==> src/hrf_regs.svh <==
// Register locations, status bits, codes and timing
`ifndef HRF_REGS_SVH
`define HRF_REGS_SVH

// Host locations (three select lines)
`define HRF_LOC_CMD         3'h0
`define HRF_LOC_BLOCK       3'h1
`define HRF_LOC_ARG0        3'h2
`define HRF_ARG_COUNT       6

// Status byte bit positions
`define HRF_ST_UNDEF        7
`define HRF_ST_CCR          6
`define HRF_ST_SCF          5
`define HRF_ST_BTI          4
`define HRF_ST_RFB          3
`define HRF_ST_BTR          2
`define HRF_ST_BTD          1
`define HRF_ST_BTT          0

// Reset values
`define HRF_RST_BYTE        8'h00
`define HRF_RST_LEN         10'h000

// Command codes handled by the port itself
`define HRF_CMD_ACK         8'h00
`define HRF_CMD_CLR_BTI     8'h01

// Packet storage and numbering
`define HRF_PKT_BYTES       512
`define HRF_PKT_MAX_LEN     10'h200
`define HRF_PKT_NUM_MAX     6'h3F
`define HRF_PKT_NUM_OK      6'h00

// Packet stop reporting
`define HRF_TS_COMPLETE     8'h08
`define HRF_TS_RESUMABLE    8'h28
`define HRF_TS_FATAL        8'h29
`define HRF_SUPP_NONE       8'hFE
`define HRF_TDF_DEST        2'h0
`define HRF_TDF_NONE        2'h2
`define HRF_TDF_SRC         2'h3

// Retirement of a resumable packet: 15 minutes at 125 MHz
`define HRF_RETIRE_MIN      64'd15
`define HRF_SEC_PER_MIN     64'd60
`define HRF_CLK_HZ          64'd125000000
`define HRF_RETIRE_CYCLES   (`HRF_RETIRE_MIN * `HRF_SEC_PER_MIN * `HRF_CLK_HZ)

`endif
==> src/hrf_pkg.sv <==
// Types shared by the host register file port
package hrf_pkg;

    typedef enum logic [3:0] {
        HRF_PK_IDLE = 4'b0001,
        HRF_PK_LOAD = 4'b0010,
        HRF_PK_RUN  = 4'b0100,
        HRF_PK_HOLD = 4'b1000
    } hrf_pkt_state_t;

    typedef enum logic [1:0] {
        HRF_STOP_COMPLETE  = 2'b00,
        HRF_STOP_RESUMABLE = 2'b01,
        HRF_STOP_FATAL     = 2'b10
    } hrf_stop_kind_t;

endpackage

==> src/hrf_byte_buffer.sv <==
// Sequential byte buffer
`timescale 1ns/1ps
`default_nettype none
module hrf_byte_buffer #(
    parameter int unsigned DEPTH = 512,
    parameter int unsigned AW    = 9
) (
    // Clock and reset
    input  wire logic          clk_i,
    input  wire logic          reset_i,
    // Control
    input  wire logic          clear_i,
    // Fill side
    input  wire logic          wr_en_i,
    input  wire logic [7:0]    wr_data_i,
    // Drain side
    input  wire logic          rd_en_i,
    output logic      [7:0]    head_o,
    output logic      [AW:0]   fill_o
);
    logic [7:0]  mem [DEPTH];
    logic [AW-1:0] wr_ptr_reg;
    logic [AW-1:0] wr_ptr_next;
    logic [AW-1:0] rd_ptr_reg;
    logic [AW-1:0] rd_ptr_next;
    logic [AW:0]   fill_reg;
    logic [AW:0]   fill_next;
    logic          do_wr;
    logic          do_rd;

    // Writes beyond capacity and reads of an empty buffer are dropped
    assign do_wr = wr_en_i && (fill_reg != (AW+1)'(DEPTH));
    assign do_rd = rd_en_i && (fill_reg != '0);

    always_comb begin
        wr_ptr_next = wr_ptr_reg;
        rd_ptr_next = rd_ptr_reg;
        fill_next   = fill_reg;
        if (clear_i) begin
            wr_ptr_next = '0;
            rd_ptr_next = '0;
            fill_next   = '0;
        end else begin
            if (do_wr) begin
                wr_ptr_next = wr_ptr_reg + 1'b1;
            end
            if (do_rd) begin
                rd_ptr_next = rd_ptr_reg + 1'b1;
            end
            if (do_wr && !do_rd) begin
                fill_next = fill_reg + 1'b1;
            end else if (do_rd && !do_wr) begin
                fill_next = fill_reg - 1'b1;
            end
        end
    end

    always_ff @(posedge clk_i) begin
        if (reset_i) begin
            wr_ptr_reg <= '0;
            rd_ptr_reg <= '0;
            fill_reg   <= '0;
        end else begin
            wr_ptr_reg <= wr_ptr_next;
            rd_ptr_reg <= rd_ptr_next;
            fill_reg   <= fill_next;
        end
    end

    always_ff @(posedge clk_i) begin
        if (do_wr && !clear_i) begin
            mem[wr_ptr_reg] <= wr_data_i;
        end
    end

    assign head_o = mem[rd_ptr_reg];
    assign fill_o = fill_reg;
endmodule
`default_nettype wire

==> src/hrf_host_port.sv <==
// Host register file port
`timescale 1ns/1ps
`default_nettype none
`include "hrf_regs.svh"

// Function
// - Command write stores code, starts operation.
// - Location 1 writes fill buffer in order.
// - Location 1 reads drain buffer in order.
// - Locations 2 to 7 read outcomes.
// - Status bits 6 to 0 hold seven flags.
// - Completion flag set on post, cleared by ack.
// - Overlap flag set with completion flag.
// - Interrupt flag set on transfer, cleared by 01.
// - Busy set with command, cleared after copy.
// - Required flag marks pending location 1 access.
// - Direction high: host reads; low: writes.
// - Type high: data; low: control parameters.
// - Packet load moves its exact count, then runs.
// - 512 byte packet store, 512 bytes per load.
// - No new load while a packet loads or runs; a held packet is replaced.
// - Packet steps run in arrival order.
// - Numbers 00 to 3F; only 0 supported.
// - Stop reports 08, 28 or 29.
// - Resumable ends on resume, abort, replace, age.
// - Supplemental status FE when none.
// - Stop device flag 0, 2 or 3.
module hrf_host_port
    import hrf_pkg::*;
#(
    parameter int unsigned BUF_DEPTH     = `HRF_PKT_BYTES,
    parameter int unsigned BUF_AW        = 9,
    parameter int unsigned AGE_W         = 40,
    parameter logic [AGE_W-1:0] RETIRE_CYCLES = AGE_W'(`HRF_RETIRE_CYCLES)
) (
    // Clock and reset
    input  wire logic                   clk_i,
    input  wire logic                   reset_i,
    // Host pins
    input  wire logic [2:0]             host_location_select_i,
    input  wire logic                   host_write_strobe_i,
    input  wire logic                   host_read_strobe_i,
    input  wire logic [7:0]             host_data_i,
    output logic      [7:0]             host_data_o,
    output logic                        host_data_oe_n_o,
    // Command hand-off to the controller
    output logic                        cmd_valid_o,
    output logic      [7:0]             cmd_code_o,
    output logic      [47:0]            cmd_args_o,
    input  wire logic                   copy_done_i,
    // Outcome posting
    input  wire logic                   post_valid_i,
    input  wire logic                   post_overlap_i,
    input  wire logic [47:0]            post_outcome_i,
    // Block transfer control
    input  wire logic                   xfer_start_i,
    input  wire logic                   xfer_dir_i,
    input  wire logic                   xfer_type_i,
    input  wire logic [9:0]             xfer_len_i,
    input  wire logic                   xfer_irq_en_i,
    output logic                        xfer_done_o,
    // Controller side of the buffer
    input  wire logic                   ctl_rd_i,
    output logic      [7:0]             ctl_rd_data_o,
    input  wire logic                   ctl_wr_i,
    input  wire logic [7:0]             ctl_wr_data_i,
    // Packet handling
    input  wire logic                   pkt_load_i,
    input  wire logic [5:0]             packet_number_i,
    input  wire logic [9:0]             pkt_len_i,
    output logic                        pkt_reject_o,
    output logic                        pkt_ready_o,
    output logic                        pkt_held_o,
    output logic                        pkt_final_o,
    input  wire logic                   pkt_stop_i,
    input  wire hrf_stop_kind_t         pkt_stop_kind_i,
    input  wire logic                   pkt_supp_valid_i,
    input  wire logic [7:0]             pkt_supp_i,
    input  wire logic                   pkt_same_dev_i,
    input  wire logic                   pkt_stop_src_i,
    input  wire logic [7:0]             pkt_stop_select_i,
    input  wire logic                   pkt_resume_i,
    input  wire logic                   pkt_abort_i
);
    // Pin synchronisers: data and select settle long before the strobe
    logic [2:0] sel_s1, sel_s2;
    logic [7:0] din_s1, din_s2;
    logic       wr_s1, wr_s2, wr_s3;
    logic       rd_s1, rd_s2, rd_s3;

    always_ff @(posedge clk_i) begin
        if (reset_i) begin
            sel_s1 <= '0;
            sel_s2 <= '0;
            din_s1 <= '0;
            din_s2 <= '0;
            {wr_s1, wr_s2, wr_s3} <= '0;
            {rd_s1, rd_s2, rd_s3} <= '0;
        end else begin
            sel_s1 <= host_location_select_i;
            sel_s2 <= sel_s1;
            din_s1 <= host_data_i;
            din_s2 <= din_s1;
            {wr_s1, wr_s2, wr_s3} <= {host_write_strobe_i, wr_s1, wr_s2};
            {rd_s1, rd_s2, rd_s3} <= {host_read_strobe_i, rd_s1, rd_s2};
        end
    end

    // State registers
    logic        rfb_reg, rfb_next;
    logic        ccr_reg, ccr_next;
    logic        scf_reg, scf_next;
    logic        bti_reg, bti_next;
    logic        btr_reg, btr_next;
    logic        btd_reg, btd_next;
    logic        btt_reg, btt_next;
    logic [9:0]  left_reg, left_next;
    logic        xdone_reg, xdone_next;
    logic        cvalid_reg, cvalid_next;
    logic [7:0]  ccode_reg, ccode_next;
    logic [7:0]  arg_reg [`HRF_ARG_COUNT];
    logic [7:0]  cargs_reg [`HRF_ARG_COUNT];
    logic [7:0]  out_reg [`HRF_ARG_COUNT];
    logic [7:0]  out_next [`HRF_ARG_COUNT];
    hrf_pkt_state_t pk_reg, pk_next;
    logic [AGE_W-1:0] age_reg, age_next;
    logic        prej_reg, prej_next;
    logic        pfin_reg, pfin_next;
    logic        pready_reg, pready_next;
    logic        pheld_reg, pheld_next;
    logic [7:0]  hdata_reg, hdata_next;
    logic        hoe_n_reg, hoe_n_next;
    logic [7:0]  crd_reg, crd_next;

    // Decoded host accesses
    logic wr_edge, rd_edge;
    logic accept_cmd, host_blk_wr, host_blk_rd;
    logic ack_cmd, clr_bti_cmd;
    logic pkt_ok, pkt_accept, pkt_post, start_x;
    logic [7:0] head_byte, read_mux;
    logic [BUF_AW:0] fill_unused;

    assign wr_edge = wr_s2 && !wr_s3;
    assign rd_edge = rd_s2 && !rd_s3;
    // Command and argument writes while busy are dropped so a copy in progress stays intact
    assign accept_cmd  = wr_edge && (sel_s2 == `HRF_LOC_CMD) && !rfb_reg;
    assign host_blk_wr = wr_edge && (sel_s2 == `HRF_LOC_BLOCK)
                         && btr_reg && !btd_reg;
    assign host_blk_rd = rd_edge && (sel_s2 == `HRF_LOC_BLOCK)
                         && btr_reg && btd_reg;
    assign ack_cmd     = accept_cmd && (din_s2 == `HRF_CMD_ACK);
    assign clr_bti_cmd = accept_cmd && (din_s2 == `HRF_CMD_CLR_BTI);

    assign pkt_ok = (packet_number_i == `HRF_PKT_NUM_OK)
                    && (pkt_len_i != `HRF_RST_LEN)
                    && (pkt_len_i <= `HRF_PKT_MAX_LEN)
                    && ((pk_reg == HRF_PK_IDLE) || (pk_reg == HRF_PK_HOLD))
                    && !btr_reg;
    assign pkt_accept = pkt_load_i && pkt_ok;
    assign pkt_post   = pkt_stop_i && (pk_reg == HRF_PK_RUN);
    assign start_x    = (xfer_start_i && !btr_reg && (xfer_len_i != '0))
                        || pkt_accept;

    hrf_byte_buffer #(
        .DEPTH (BUF_DEPTH),
        .AW    (BUF_AW)
    ) u_buf (
        .clk_i     (clk_i),
        .reset_i   (reset_i),
        .clear_i   (pkt_accept || (start_x && !xfer_dir_i)),
        .wr_en_i   (host_blk_wr || ctl_wr_i),
        .wr_data_i (host_blk_wr ? din_s2 : ctl_wr_data_i),
        .rd_en_i   (host_blk_rd || ctl_rd_i),
        .head_o    (head_byte),
        .fill_o    (fill_unused)
    );

    // Command, busy and completion flags
    always_comb begin
        cvalid_next = 1'b0;
        ccode_next  = ccode_reg;
        rfb_next    = rfb_reg;
        ccr_next    = ccr_reg;
        scf_next    = scf_reg;
        bti_next    = bti_reg;
        if (accept_cmd) begin
            ccode_next  = din_s2;
            cvalid_next = 1'b1;
        end
        if (accept_cmd) begin
            rfb_next = 1'b1;
        end else if (copy_done_i) begin
            rfb_next = 1'b0;
        end
        if (post_valid_i || pkt_post) begin
            ccr_next = 1'b1;
            scf_next = post_valid_i && post_overlap_i && !pkt_post;
        end else if (ack_cmd) begin
            ccr_next = 1'b0;
            scf_next = 1'b0;
        end
        if (start_x && xfer_irq_en_i) begin
            bti_next = 1'b1;
        end else if (clr_bti_cmd) begin
            bti_next = 1'b0;
        end
    end

    always_ff @(posedge clk_i) begin
        if (reset_i) begin
            cvalid_reg <= 1'b0;
            ccode_reg  <= `HRF_RST_BYTE;
            rfb_reg    <= 1'b0;
            ccr_reg    <= 1'b0;
            scf_reg    <= 1'b0;
            bti_reg    <= 1'b0;
        end else begin
            cvalid_reg <= cvalid_next;
            ccode_reg  <= ccode_next;
            rfb_reg    <= rfb_next;
            ccr_reg    <= ccr_next;
            scf_reg    <= scf_next;
            bti_reg    <= bti_next;
        end
    end

    // Arguments and their copy taken with the command
    genvar gi;
    generate
        for (gi = 0; gi < `HRF_ARG_COUNT; gi++) begin : g_arg
            logic [7:0] arg_next;
            logic [7:0] carg_next;
            always_comb begin
                arg_next  = arg_reg[gi];
                carg_next = cargs_reg[gi];
                if (wr_edge && !rfb_reg && (sel_s2 == 3'(gi + 2))) begin
                    arg_next = din_s2;
                end
                if (accept_cmd) begin
                    carg_next = arg_reg[gi];
                end
                out_next[gi] = out_reg[gi];
                if (post_valid_i && !pkt_post) begin
                    out_next[gi] = post_outcome_i[gi*8 +: 8];
                end
            end
            always_ff @(posedge clk_i) begin
                if (reset_i) begin
                    arg_reg[gi]   <= `HRF_RST_BYTE;
                    cargs_reg[gi] <= `HRF_RST_BYTE;
                end else begin
                    arg_reg[gi]   <= arg_next;
                    cargs_reg[gi] <= carg_next;
                end
            end
            assign cmd_args_o[gi*8 +: 8] = cargs_reg[gi];
        end
    endgenerate

    // Outcome registers; a packet stop fills its own layout
    logic [7:0] pk_out [`HRF_ARG_COUNT];
    always_comb begin
        case (pkt_stop_kind_i)
            HRF_STOP_COMPLETE:  pk_out[0] = `HRF_TS_COMPLETE;
            HRF_STOP_RESUMABLE: pk_out[0] = `HRF_TS_RESUMABLE;
            default:            pk_out[0] = `HRF_TS_FATAL;
        endcase
        pk_out[1] = pkt_supp_valid_i ? pkt_supp_i : `HRF_SUPP_NONE;
        pk_out[2] = {6'h00, !pkt_same_dev_i ? `HRF_TDF_NONE
                          : (pkt_stop_src_i ? `HRF_TDF_SRC : `HRF_TDF_DEST)};
        pk_out[3] = pkt_stop_select_i;
        pk_out[4] = `HRF_RST_BYTE;
        pk_out[5] = {2'b00, `HRF_PKT_NUM_OK};
    end

    always_ff @(posedge clk_i) begin
        for (int i = 0; i < `HRF_ARG_COUNT; i++) begin
            if (reset_i) begin
                out_reg[i] <= `HRF_RST_BYTE;
            end else if (pkt_post) begin
                out_reg[i] <= pk_out[i];
            end else begin
                out_reg[i] <= out_next[i];
            end
        end
    end

    // Block transfer engine
    always_comb begin
        btr_next   = btr_reg;
        btd_next   = btd_reg;
        btt_next   = btt_reg;
        left_next  = left_reg;
        xdone_next = 1'b0;
        if (start_x) begin
            btr_next  = 1'b1;
            btd_next  = pkt_accept ? 1'b0 : xfer_dir_i;
            btt_next  = pkt_accept ? 1'b0 : xfer_type_i;
            left_next = pkt_accept ? pkt_len_i : xfer_len_i;
        end else if (host_blk_wr || host_blk_rd) begin
            left_next = left_reg - 1'b1;
            if (left_reg == 10'h001) begin
                btr_next   = 1'b0;
                xdone_next = 1'b1;
            end
        end
    end

    always_ff @(posedge clk_i) begin
        if (reset_i) begin
            btr_reg   <= 1'b0;
            btd_reg   <= 1'b0;
            btt_reg   <= 1'b0;
            left_reg  <= `HRF_RST_LEN;
            xdone_reg <= 1'b0;
        end else begin
            btr_reg   <= btr_next;
            btd_reg   <= btd_next;
            btt_reg   <= btt_next;
            left_reg  <= left_next;
            xdone_reg <= xdone_next;
        end
    end

    // Packet life cycle
    always_comb begin
        pk_next   = pk_reg;
        age_next  = age_reg;
        prej_next = pkt_load_i && !pkt_ok;
        pfin_next = 1'b0;
        case (pk_reg)
            HRF_PK_IDLE: begin
                if (pkt_accept) begin
                    pk_next = HRF_PK_LOAD;
                end
            end
            HRF_PK_LOAD: begin
                if (xdone_next) begin
                    pk_next = HRF_PK_RUN;
                end
            end
            HRF_PK_RUN: begin
                if (pkt_stop_i) begin
                    if (pkt_stop_kind_i == HRF_STOP_RESUMABLE) begin
                        pk_next  = HRF_PK_HOLD;
                        age_next = '0;
                    end else begin
                        pk_next   = HRF_PK_IDLE;
                        pfin_next = 1'b1;
                    end
                end
            end
            HRF_PK_HOLD: begin
                age_next = age_reg + 1'b1;
                if (pkt_accept) begin
                    pk_next   = HRF_PK_LOAD;
                    pfin_next = 1'b1;
                end else if (pkt_resume_i) begin
                    pk_next = HRF_PK_RUN;
                end else if (pkt_abort_i
                             || (age_reg >= RETIRE_CYCLES - 1'b1)) begin
                    pk_next   = HRF_PK_IDLE;
                    pfin_next = 1'b1;
                end
            end
            default: begin
                pk_next = HRF_PK_IDLE;
            end
        endcase
        pready_next = (pk_next == HRF_PK_RUN);
        pheld_next  = (pk_next != HRF_PK_IDLE);
    end

    always_ff @(posedge clk_i) begin
        if (reset_i) begin
            pk_reg     <= HRF_PK_IDLE;
            age_reg    <= '0;
            prej_reg   <= 1'b0;
            pfin_reg   <= 1'b0;
            pready_reg <= 1'b0;
            pheld_reg  <= 1'b0;
        end else begin
            pk_reg     <= pk_next;
            age_reg    <= age_next;
            prej_reg   <= prej_next;
            pfin_reg   <= pfin_next;
            pready_reg <= pready_next;
            pheld_reg  <= pheld_next;
        end
    end

    // Host read path: value caught at the strobe edge and held
    always_comb begin
        case (sel_s2)
            `HRF_LOC_CMD: read_mux = {1'b0, ccr_reg, scf_reg, bti_reg,
                                      rfb_reg, btr_reg, btd_reg, btt_reg};
            `HRF_LOC_BLOCK: read_mux = head_byte;
            default: read_mux = out_reg[3'(sel_s2 - `HRF_LOC_ARG0)];
        endcase
        hdata_next = hdata_reg;
        hoe_n_next = !rd_s2;
        if (rd_edge) begin
            hdata_next = read_mux;
        end
        crd_next = ctl_rd_i ? head_byte : crd_reg;
    end

    always_ff @(posedge clk_i) begin
        if (reset_i) begin
            hdata_reg <= `HRF_RST_BYTE;
            hoe_n_reg <= 1'b1;
            crd_reg   <= `HRF_RST_BYTE;
        end else begin
            hdata_reg <= hdata_next;
            hoe_n_reg <= hoe_n_next;
            crd_reg   <= crd_next;
        end
    end

    assign host_data_o      = hdata_reg;
    assign host_data_oe_n_o = hoe_n_reg;
    assign cmd_valid_o      = cvalid_reg;
    assign cmd_code_o       = ccode_reg;
    assign xfer_done_o      = xdone_reg;
    assign ctl_rd_data_o    = crd_reg;
    assign pkt_reject_o     = prej_reg;
    assign pkt_ready_o      = pready_reg;
    assign pkt_held_o       = pheld_reg;
    assign pkt_final_o      = pfin_reg;
endmodule
`default_nettype wire

==> config.mk <==
export PLATFORM = sky130hd
export DESIGN_NAME = hrf_host_port
export DESIGN_NICKNAME = d
export VERILOG_FILES = /design/src/hrf_pkg.sv /design/src/hrf_byte_buffer.sv /design/src/hrf_host_port.sv
export VERILOG_INCLUDE_DIRS = /design/src
export SDC_FILE = /design/constraint.sdc
export NUM_CORES = 2
export LEC_CHECK = 0
export ABC_AREA = 1
export BUFFER_PORTS_ARGS = -buffer_cell sky130_fd_sc_hd__buf_2
export CORE_UTILIZATION = 55
export CTS_CLUSTER_DIAMETER = 80
export DETAILED_ROUTE_END_ITERATION = 10
export PLACE_DENSITY = 0.71
export SLEW_MARGIN = 0
export SYNTH_ARGS = -nofsm -noshare
export SYNTH_HDL_FRONTEND = slang
export SYNTH_MEMORY_MAX_BITS = 65536
export SYNTH_SLANG_ARGS = --single-unit
==> constraint.sdc <==
create_clock -name clk_i -period 42.1 [get_ports clk_i]
set_clock_uncertainty 0.05 [all_clocks]
set_input_delay 6.315 -clock clk_i [delete_from_list [all_inputs] [get_ports clk_i]]
set_output_delay 6.315 -clock clk_i [all_outputs]
set_load 0.01 [all_outputs]
=== Word-level counts from Yosys, hierarchy flattened ===
Memory sizes are Yosys's and may differ from the RTL's. A register that Yosys moved wholly into a read port is not among the register bits.
Index checks and enable logic that the tools add are counted.

* Reduce and logical (&&, ||, !) cells: 76
* Multiplexer cells: 99
* Div/mod/pow operators: 0
* $lt $le $gt $ge: 2
* Add/subtract/negate cells: 7
* Multipliers: 0
* Bitwise gates (word level): 24
* Shift operators: 0
* Eq/ne operators: 20

{| class="wikitable"
|+ Operator list
! cell !! number
|-
| 8-bit two-way mux || 44
|-
| 40-bit two-way mux || 2
|-
| 40-bit one-hot mux with 2 select lines || 1
|-
| 10-bit two-way mux || 5
|-
| 40-bit by 1-bit adder with 40-bit output (second input constant) || 1
|-
| 40-bit by 37-bit greater-or-equal comparator with 1-bit output (second input constant) || 1
|-
| 1-bit logical AND || 38
|-
| 1-bit two-way mux || 32
|-
| 10-bit nonzero test || 3
|-
| 4-bit two-way mux || 7
|-
| 1-bit bitwise OR || 24
|-
| 10-bit by 1-bit subtractor with 10-bit output (second input constant) || 2
|-
| 9-bit by 1-bit adder with 9-bit output (second input constant) || 2
|-
| 9-bit two-way mux || 2
|-
| 4-bit one-hot mux with 4 select lines || 1
|-
| 8-bit one-hot mux with 2 select lines || 1
|-
| 2-bit nonzero test || 7
|-
| 3-bit == test (second input constant) || 4
|-
| 1-bit logical NOT || 12
|-
| 6-bit one-hot mux with 2 select lines || 1
|-
| 10-bit by 1-bit adder with 10-bit output (second input constant) || 1
|-
| 10-bit by 1-bit == test with 1-bit output (second input constant) || 1
|-
| 10-bit <= comparator (second input constant) || 1
|-
| 10-bit != test (second input constant) || 1
|-
| 23 further kinds || 34
|}

* ROM bits: 0
* Bits in writable memories: 4240
* Latch bits: 0
* Bits of input ports: 131
* Word-level logic and storage cells: 265
* Memories kept: 4
* Bits in registers: 148

{| class="wikitable"
|+ Memories
! name !! words !! width !! rd ports !! clocked after memory_dff !! write ports !! line !! RTL
|-
| u_buf.mem || 512 || 8 || 1 || 1 || 1 || hrf_byte_buffer.sv:21 || <nowiki>logic [7:0] mem [DEPTH];</nowiki>
|-
| arg_reg || 6 || 8 || 6 || 0 || 6 || hrf_host_port.sv:121 || <nowiki>logic [7:0] arg_reg [`HRF_ARG_COUNT];</nowiki>
|-
| cargs_reg || 6 || 8 || 6 || 0 || 6 || hrf_host_port.sv:122 || <nowiki>logic [7:0] cargs_reg [`HRF_ARG_COUNT];</nowiki>
|-
| out_reg || 6 || 8 || 1 || 0 || 6 || hrf_host_port.sv:123 || <nowiki>logic [7:0] out_reg [`HRF_ARG_COUNT];</nowiki>
|}

=== Depth between registers and ports, before layout ===
* Depth in word-level cells: 13
* Mapped depth: 21

=== Hierarchy ===
A second synthesis with hierarchy kept.

* Cell total of the unflattened synthesis: 15693
* Area, all modules: 180583.2 µm²

{| class="wikitable"
|+ Modules (own cells, without submodules)
! module !! area each (µm²) !! instances !! cells each
|-
| hrf_byte_buffer || 168882.0 || 1 || 14125
|-
| hrf_host_port || 11701.2 || 1 || 1568
|}

=== Least setup slack after synthesis ===
OpenSTA, ideal clock, no wires.

* Path kind: flip-flop to flip-flop
* Start point: reg sel_s2[1]
* End point: mem u_buf.mem[0][0], data pin
* Buffers on the path: 1
* Arrival: 20.934 ns
* Setup time: 4.170 ns
* Period minus slack after synthesis: 25.153 ns
* Data required time: 37.880 ns
* Setup slack: 16.947 ns
* Stages on the path, launching flop included: 9
* Cell sequence: dfxtp_1 -> inv_2 -> nand2_1 -> nor2_2 -> inv_2 -> nor4_2 -> inv_1 -> clkbuf_1 -> o21ai_0

* Cells in the longest elaborated chain, start to end: 5

{| class="wikitable"
|+ RTL lines
! item !! line !! RTL
|-
| start, declared || hrf_host_port.sv:86 || <nowiki>logic [2:0] sel_s1, sel_s2;</nowiki>
|-
| start signal, assigned || hrf_host_port.sv:101 || <nowiki>sel_s2 <= sel_s1;</nowiki>
|-
| 3-bit by 1-bit == test with 1-bit output || -- ||
|-
| 1-bit logical AND (3 in a row) || hrf_host_port.sv:147 || <nowiki>assign host_blk_wr = wr_edge && (sel_s2 == `HRF_LOC_BLOCK)</nowiki>
|-
| 8-bit two-way mux || hrf_host_port.sv:172 || <nowiki>.wr_data_i (host_blk_wr ? din_s2 : ctl_wr_data_i),</nowiki>
|-
| named net u_buf.wr_data_i[0] || hrf_byte_buffer.sv:15 || <nowiki>input wire logic [7:0] wr_data_i,</nowiki>
|-
| end, declared || hrf_byte_buffer.sv:21 ||
|}

The timed path passes the listed nets, and every way through them passes these cells.

=== Worst setup path after layout ===
* Start point: in pkt_len_i[6]
* End point: mem u_buf.mem[15][6], enable pin

* Cells in the longest elaborated chain, start to end: 13
* Elaborated cells between the ends (all ways): 14
* Classes of those cells: order compare: 1; mux: 2; reduce/logical: 11

{| class="wikitable"
|+ RTL lines
! item !! line !! RTL
|-
| start, declared || hrf_host_port.sv:70 || <nowiki>input wire logic [9:0] pkt_len_i,</nowiki>
|-
| parallel branches: the longest is 2 deep, another holds 10-bit <= comparator || -- ||
|-
| 1-bit logical AND (*) (3 in a row) || hrf_host_port.sv:154 || <nowiki>assign pkt_ok = (packet_number_i == `HRF_PKT_NUM_OK)</nowiki>
|-
| 1-bit logical AND (*) || hrf_host_port.sv:159 || <nowiki>assign pkt_accept = pkt_load_i && pkt_ok;</nowiki>
|-
| 1-bit logical OR || hrf_host_port.sv:162 || <nowiki>|| pkt_accept;</nowiki>
|-
| 1-bit logical AND || hrf_host_port.sv:170 || <nowiki>.clear_i (pkt_accept || (start_x && !xfer_dir_i)),</nowiki>
|-
| 1-bit logical OR (*) || hrf_host_port.sv:170 ||
|-
| 1-bit logical NOT (*) || hrf_byte_buffer.sv:71 || <nowiki>if (do_wr && !clear_i) begin</nowiki>
|-
| 1-bit logical AND (*) || hrf_byte_buffer.sv:71 ||
|-
| 1-bit two-way mux (*) || hrf_byte_buffer.sv:71 ||
|-
| 1-bit two-way mux (not written as such) (*) || hrf_byte_buffer.sv:72 || <nowiki>mem[wr_ptr_reg] <= wr_data_i;</nowiki>
|}

Every way passes the cells marked *.

==> impl_metrics.csv <==
group,metric,value,unit
outcome,status,"finished clean",
worst_setup_path,timing.rr.end,"host_data_o[1]$_SDFFE_PP0P_",
logic_synthesis,synth_area,176000,um2
logic_synthesis,ys_seq_area_frac,0.735,
logic_synthesis,yosysMostFrequentCell,"edfxtp_1",
sta,relSlewSlack,0.163,
logic_synthesis,syn-num-nets,14800,
cts,htree_levels,5,
logic_synthesis,synth_warnings,0,
die,fp.dieH,568,um
cts,post_cts_buffers,0,
global_routing,grt_max_degree,344,
cts,cts.hold.buffers_added,0,
global_routing,grt_pass1_vias,113000,
worst_setup_path,path_cells,"buf_2, nor3_1, nand3_1, nor3_1, nand2_1, nand3_2, inv_2, nor2_2, nand2_2, inv_2, buf_4, nand2_1, buf_4, nor3_1",
cells_and_area,drive_above_1_share,0.0744,
cts,cts_root_buf,"clkbuf_16",
logic_synthesis,ys_top_cells_by_area,"edfxtp_1 71%, o21ai_0 5.5%, nor2_1 5.5%, nand3_1 4.2%, nand2_1 3.6%",
sta,rsz0062_at_grt,"no",
sta,post-route-period-util,0.259,
placement,postPlaceCellArea,180000,um2
route,wire_per_inst,25.9,um
worst_setup_path,crit_type,"primary input to flip-flop",
global_routing,antenna_found_initial,12,
logic_synthesis,synth.top_cells.by_count,"4144 x edfxtp_1, 2561 x nor2_1, 1952 x o21ai_0, 1671 x nand2_1, 1483 x nand3_1",
route,via_per_inst,6.32,
die,row_count,207,
die,dieArea,323000,um2
hold_path,whs_path_depth,2,
cts,cts_buffers,419,
placement,dp_cells,18100,
die,die_x,568,um
cells_and_area,syn_to_final_growth,9.83,%
hold_path,min_path_type,"flip-flop to flip-flop",
hold_path,min_to,"din_s2[5]$_SDFF_PP0_",
logic_synthesis,synth-edff-count,4144,
route,wirelength,491,mm
sta,period_minus_slack,10.90,ns
logic_synthesis,netlist_instances,14600,
logic_synthesis,synthFlopType,"edfxtp_1",
pwr,share_seq_of_total_power,0.486,
pwr,p_sw,2.63,mW
cts,clockBufferDepth,4,
route,via_count,120000,
pwr,clockPowerShare,0.382,
sta,worst_pin_slew,1.25,ns
pwr,vdd_ir_drop_max,40.2,uV
cells_and_area,fillers,24100,
cells_and_area,nets,14500,
worst_setup_path,crit_fanout,18,
sta,maxSlewViolCount,0,
cells_and_area,finish.instance_area,193000,um2
cts,clk_pin_slew_worst_paths,0.06,ns
global_routing,grt_pass1_wl,719,mm
sta,setup_tns,0,ns
pwr,p_per_area,51.3,nW/um2
cts,cts_tree,"done",
cells_and_area,largest_register_ffs,4096,
pwr,pwr-share-comb,0.133,
worst_setup_path,critPathLaunchType,"primary input",
route,drc,0,
worst_setup_path,crit_path_frequent_cell,"nor3_1",
cts,cts_resized,0,
cts,cts_num_sinks,4397,
logic_synthesis,synth_top_area_cell,"edfxtp_1",
cts,clock_latency,1.01,ns
sta,fmax,0.0918,GHz
logic_synthesis,netlist.area_leader.share,0.706,
worst_setup_path,critPathArrivalTime,11.44,ns
global_routing,grt_usage,0.297,
pwr,leakage,64.2,nW
placement,port_buffers,209,
pwr,swShare,0.265,
placement,gp_routability_congestion,0.926,
sta,report.final.hold_viol_count,0,
logic_synthesis,synth.distinct_cells,59,
cells_and_area,fin_cells,18900,
sta,setup_violations,0,
worst_setup_path,r2r_slack,34.21,ns
worst_setup_path,r2r_cells,18,
worst_setup_path,crit_slowest_cell,"nor3_1",
global_routing,grt.overflow.total,0,
pwr,intPower,7.29,mW
logic_synthesis,ys_ff_latch,4397,
sta,setup_ws,31.20,ns
die,initial_core_util,0.554,
worst_setup_path,critPathRequiredTime,42.64,ns
pwr,finalPower,9.92,mW
route,postRouteAntennaNets,0,
logic_synthesis,avgSynthCellArea,12.0,um2
worst_setup_path,cpPeakStageDelay,0.88,ns
placement,place_hpwl,277,mm
worst_setup_path,worstSetupEndpointType,"flip-flop",
die,core_area,318000,um2
placement,place_ws,30.29,ns
job,maxCapViolCount,0,
die,io-pin-count,210,
logic_synthesis,synthArstFlopShare,0,
cells_and_area,largest-register,"u_buf.mem",
hold_path,worstHoldStart,"din_s1[5]$_SDFF_PP0_",
route,drtIter0Drc,18700,
route,drt_first_pass_iters,7,
[worst max path at each step]
stage                          from                           to  slack [ns]  cells past startpoint
2_1_floorplan  sel_s2[1]$_SDFF_PP0_    u_buf.mem[0][0]$_DFFE_PP_       16.95                      8
3_3_place_gp           pkt_len_i[6]   u_buf.mem[15][0]$_DFFE_PP_       30.31                     14
3_5_place_dp           pkt_len_i[6]   u_buf.mem[15][1]$_DFFE_PP_       30.29                     14
4_1_cts                pkt_len_i[6]   u_buf.mem[15][6]$_DFFE_PP_       31.36                     14
5_1_grt                pkt_len_i[6]  u_buf.mem[254][1]$_DFFE_PP_       31.10                     13
6_report               pkt_len_i[6]   u_buf.mem[15][6]$_DFFE_PP_       31.20                     14
[cell usage in the layout (no fill, tap or decap), types with 10 or more instances in the layout]
cell,instances
a21oi_1,147
a22oi_1,13
a31oi_1,12
buf_12,18
buf_2,209
buf_4,153
bufinv_16,44
clkbuf_1,82
clkbuf_16,424
clkbuf_8,13
clkinv_1,87
clkinv_2,85
clkinvlp_4,23
dfxtp_1,246
diode_2,10
edfxtp_1,4144
ha_1,18
inv_1,215
inv_2,10
inv_6,14
nand2_1,1666
nand3_1,1477
nand3_2,17
nand4_1,14
nor2_1,2557
nor3_1,47
nor4_1,13
o21ai_0,1945
o21ai_1,14
o22ai_1,883
xor2_1,10
[layer usage]
layer  up-vias  GRT usage  wire length [um]
li1      52600          -                 -
met1     57700      0.415            187000
met2      8030      0.455            223000
met3      1319     0.0567             56700
met4        20      0.140             24600
met5         -          0               134
[power by group through the flow]
stage	Combinational, mW	Clock [mW]	Sequential (mW)
finish	1.32	3.78	4.82
global route	1.43	3.96	4.82
CTS	1.29	3.80	4.82
detailed placement	1.28	0	4.91
global placement	1.28	0	4.91
floorplan	0.888	0	4.99
[worst max-delay path, delay by kind of cell]
kind                   cells  cell delay [ns]
and+or+nand+nor            9             3.07
buffers and inverters      5             1.99
[through the flow]
step	utilization	hold slack, ns
floorplan	-	0.338
detailed placement	0.565	0.345
global placement	0.565	0.340
global route	0.608	0.366
finish	0.608	0.352
CTS	0.608	0.353
[layout make-up]
| cell class | count | area [um2] | area share |
|---|---|---|---|
| repair buffers | 380 | 2550 | 0.0132 |
| clock inverters | 262 | 2640 | 0.0136 |
| diodes | 10 | 25.0 | 0.000129 |
| well taps | 4180 | 5230 | 0.0270 |
| multi-input cells | 8943 | 41400 | 0.214 |
| clock buffers | 522 | 11100 | 0.0574 |
| inverters | 243 | 977 | 0.00505 |
| flip-flops and latches | 4397 | 130000 | 0.669 |
[kinds of logic after synthesis]
kind of cell             after synthesis  share of synthesized area
adder cells (fa/ha/maj)               19                    0.00139
XOR/XNOR                              17                   0.000845
buffers and inverters               1288                     0.0310
AND/OR/NAND/NOR                     5838                      0.137
AO/OA/AOI/OAI                       3069                     0.0947
flip-flops                          4397                      0.735
(Power assumes the default switching activity.)
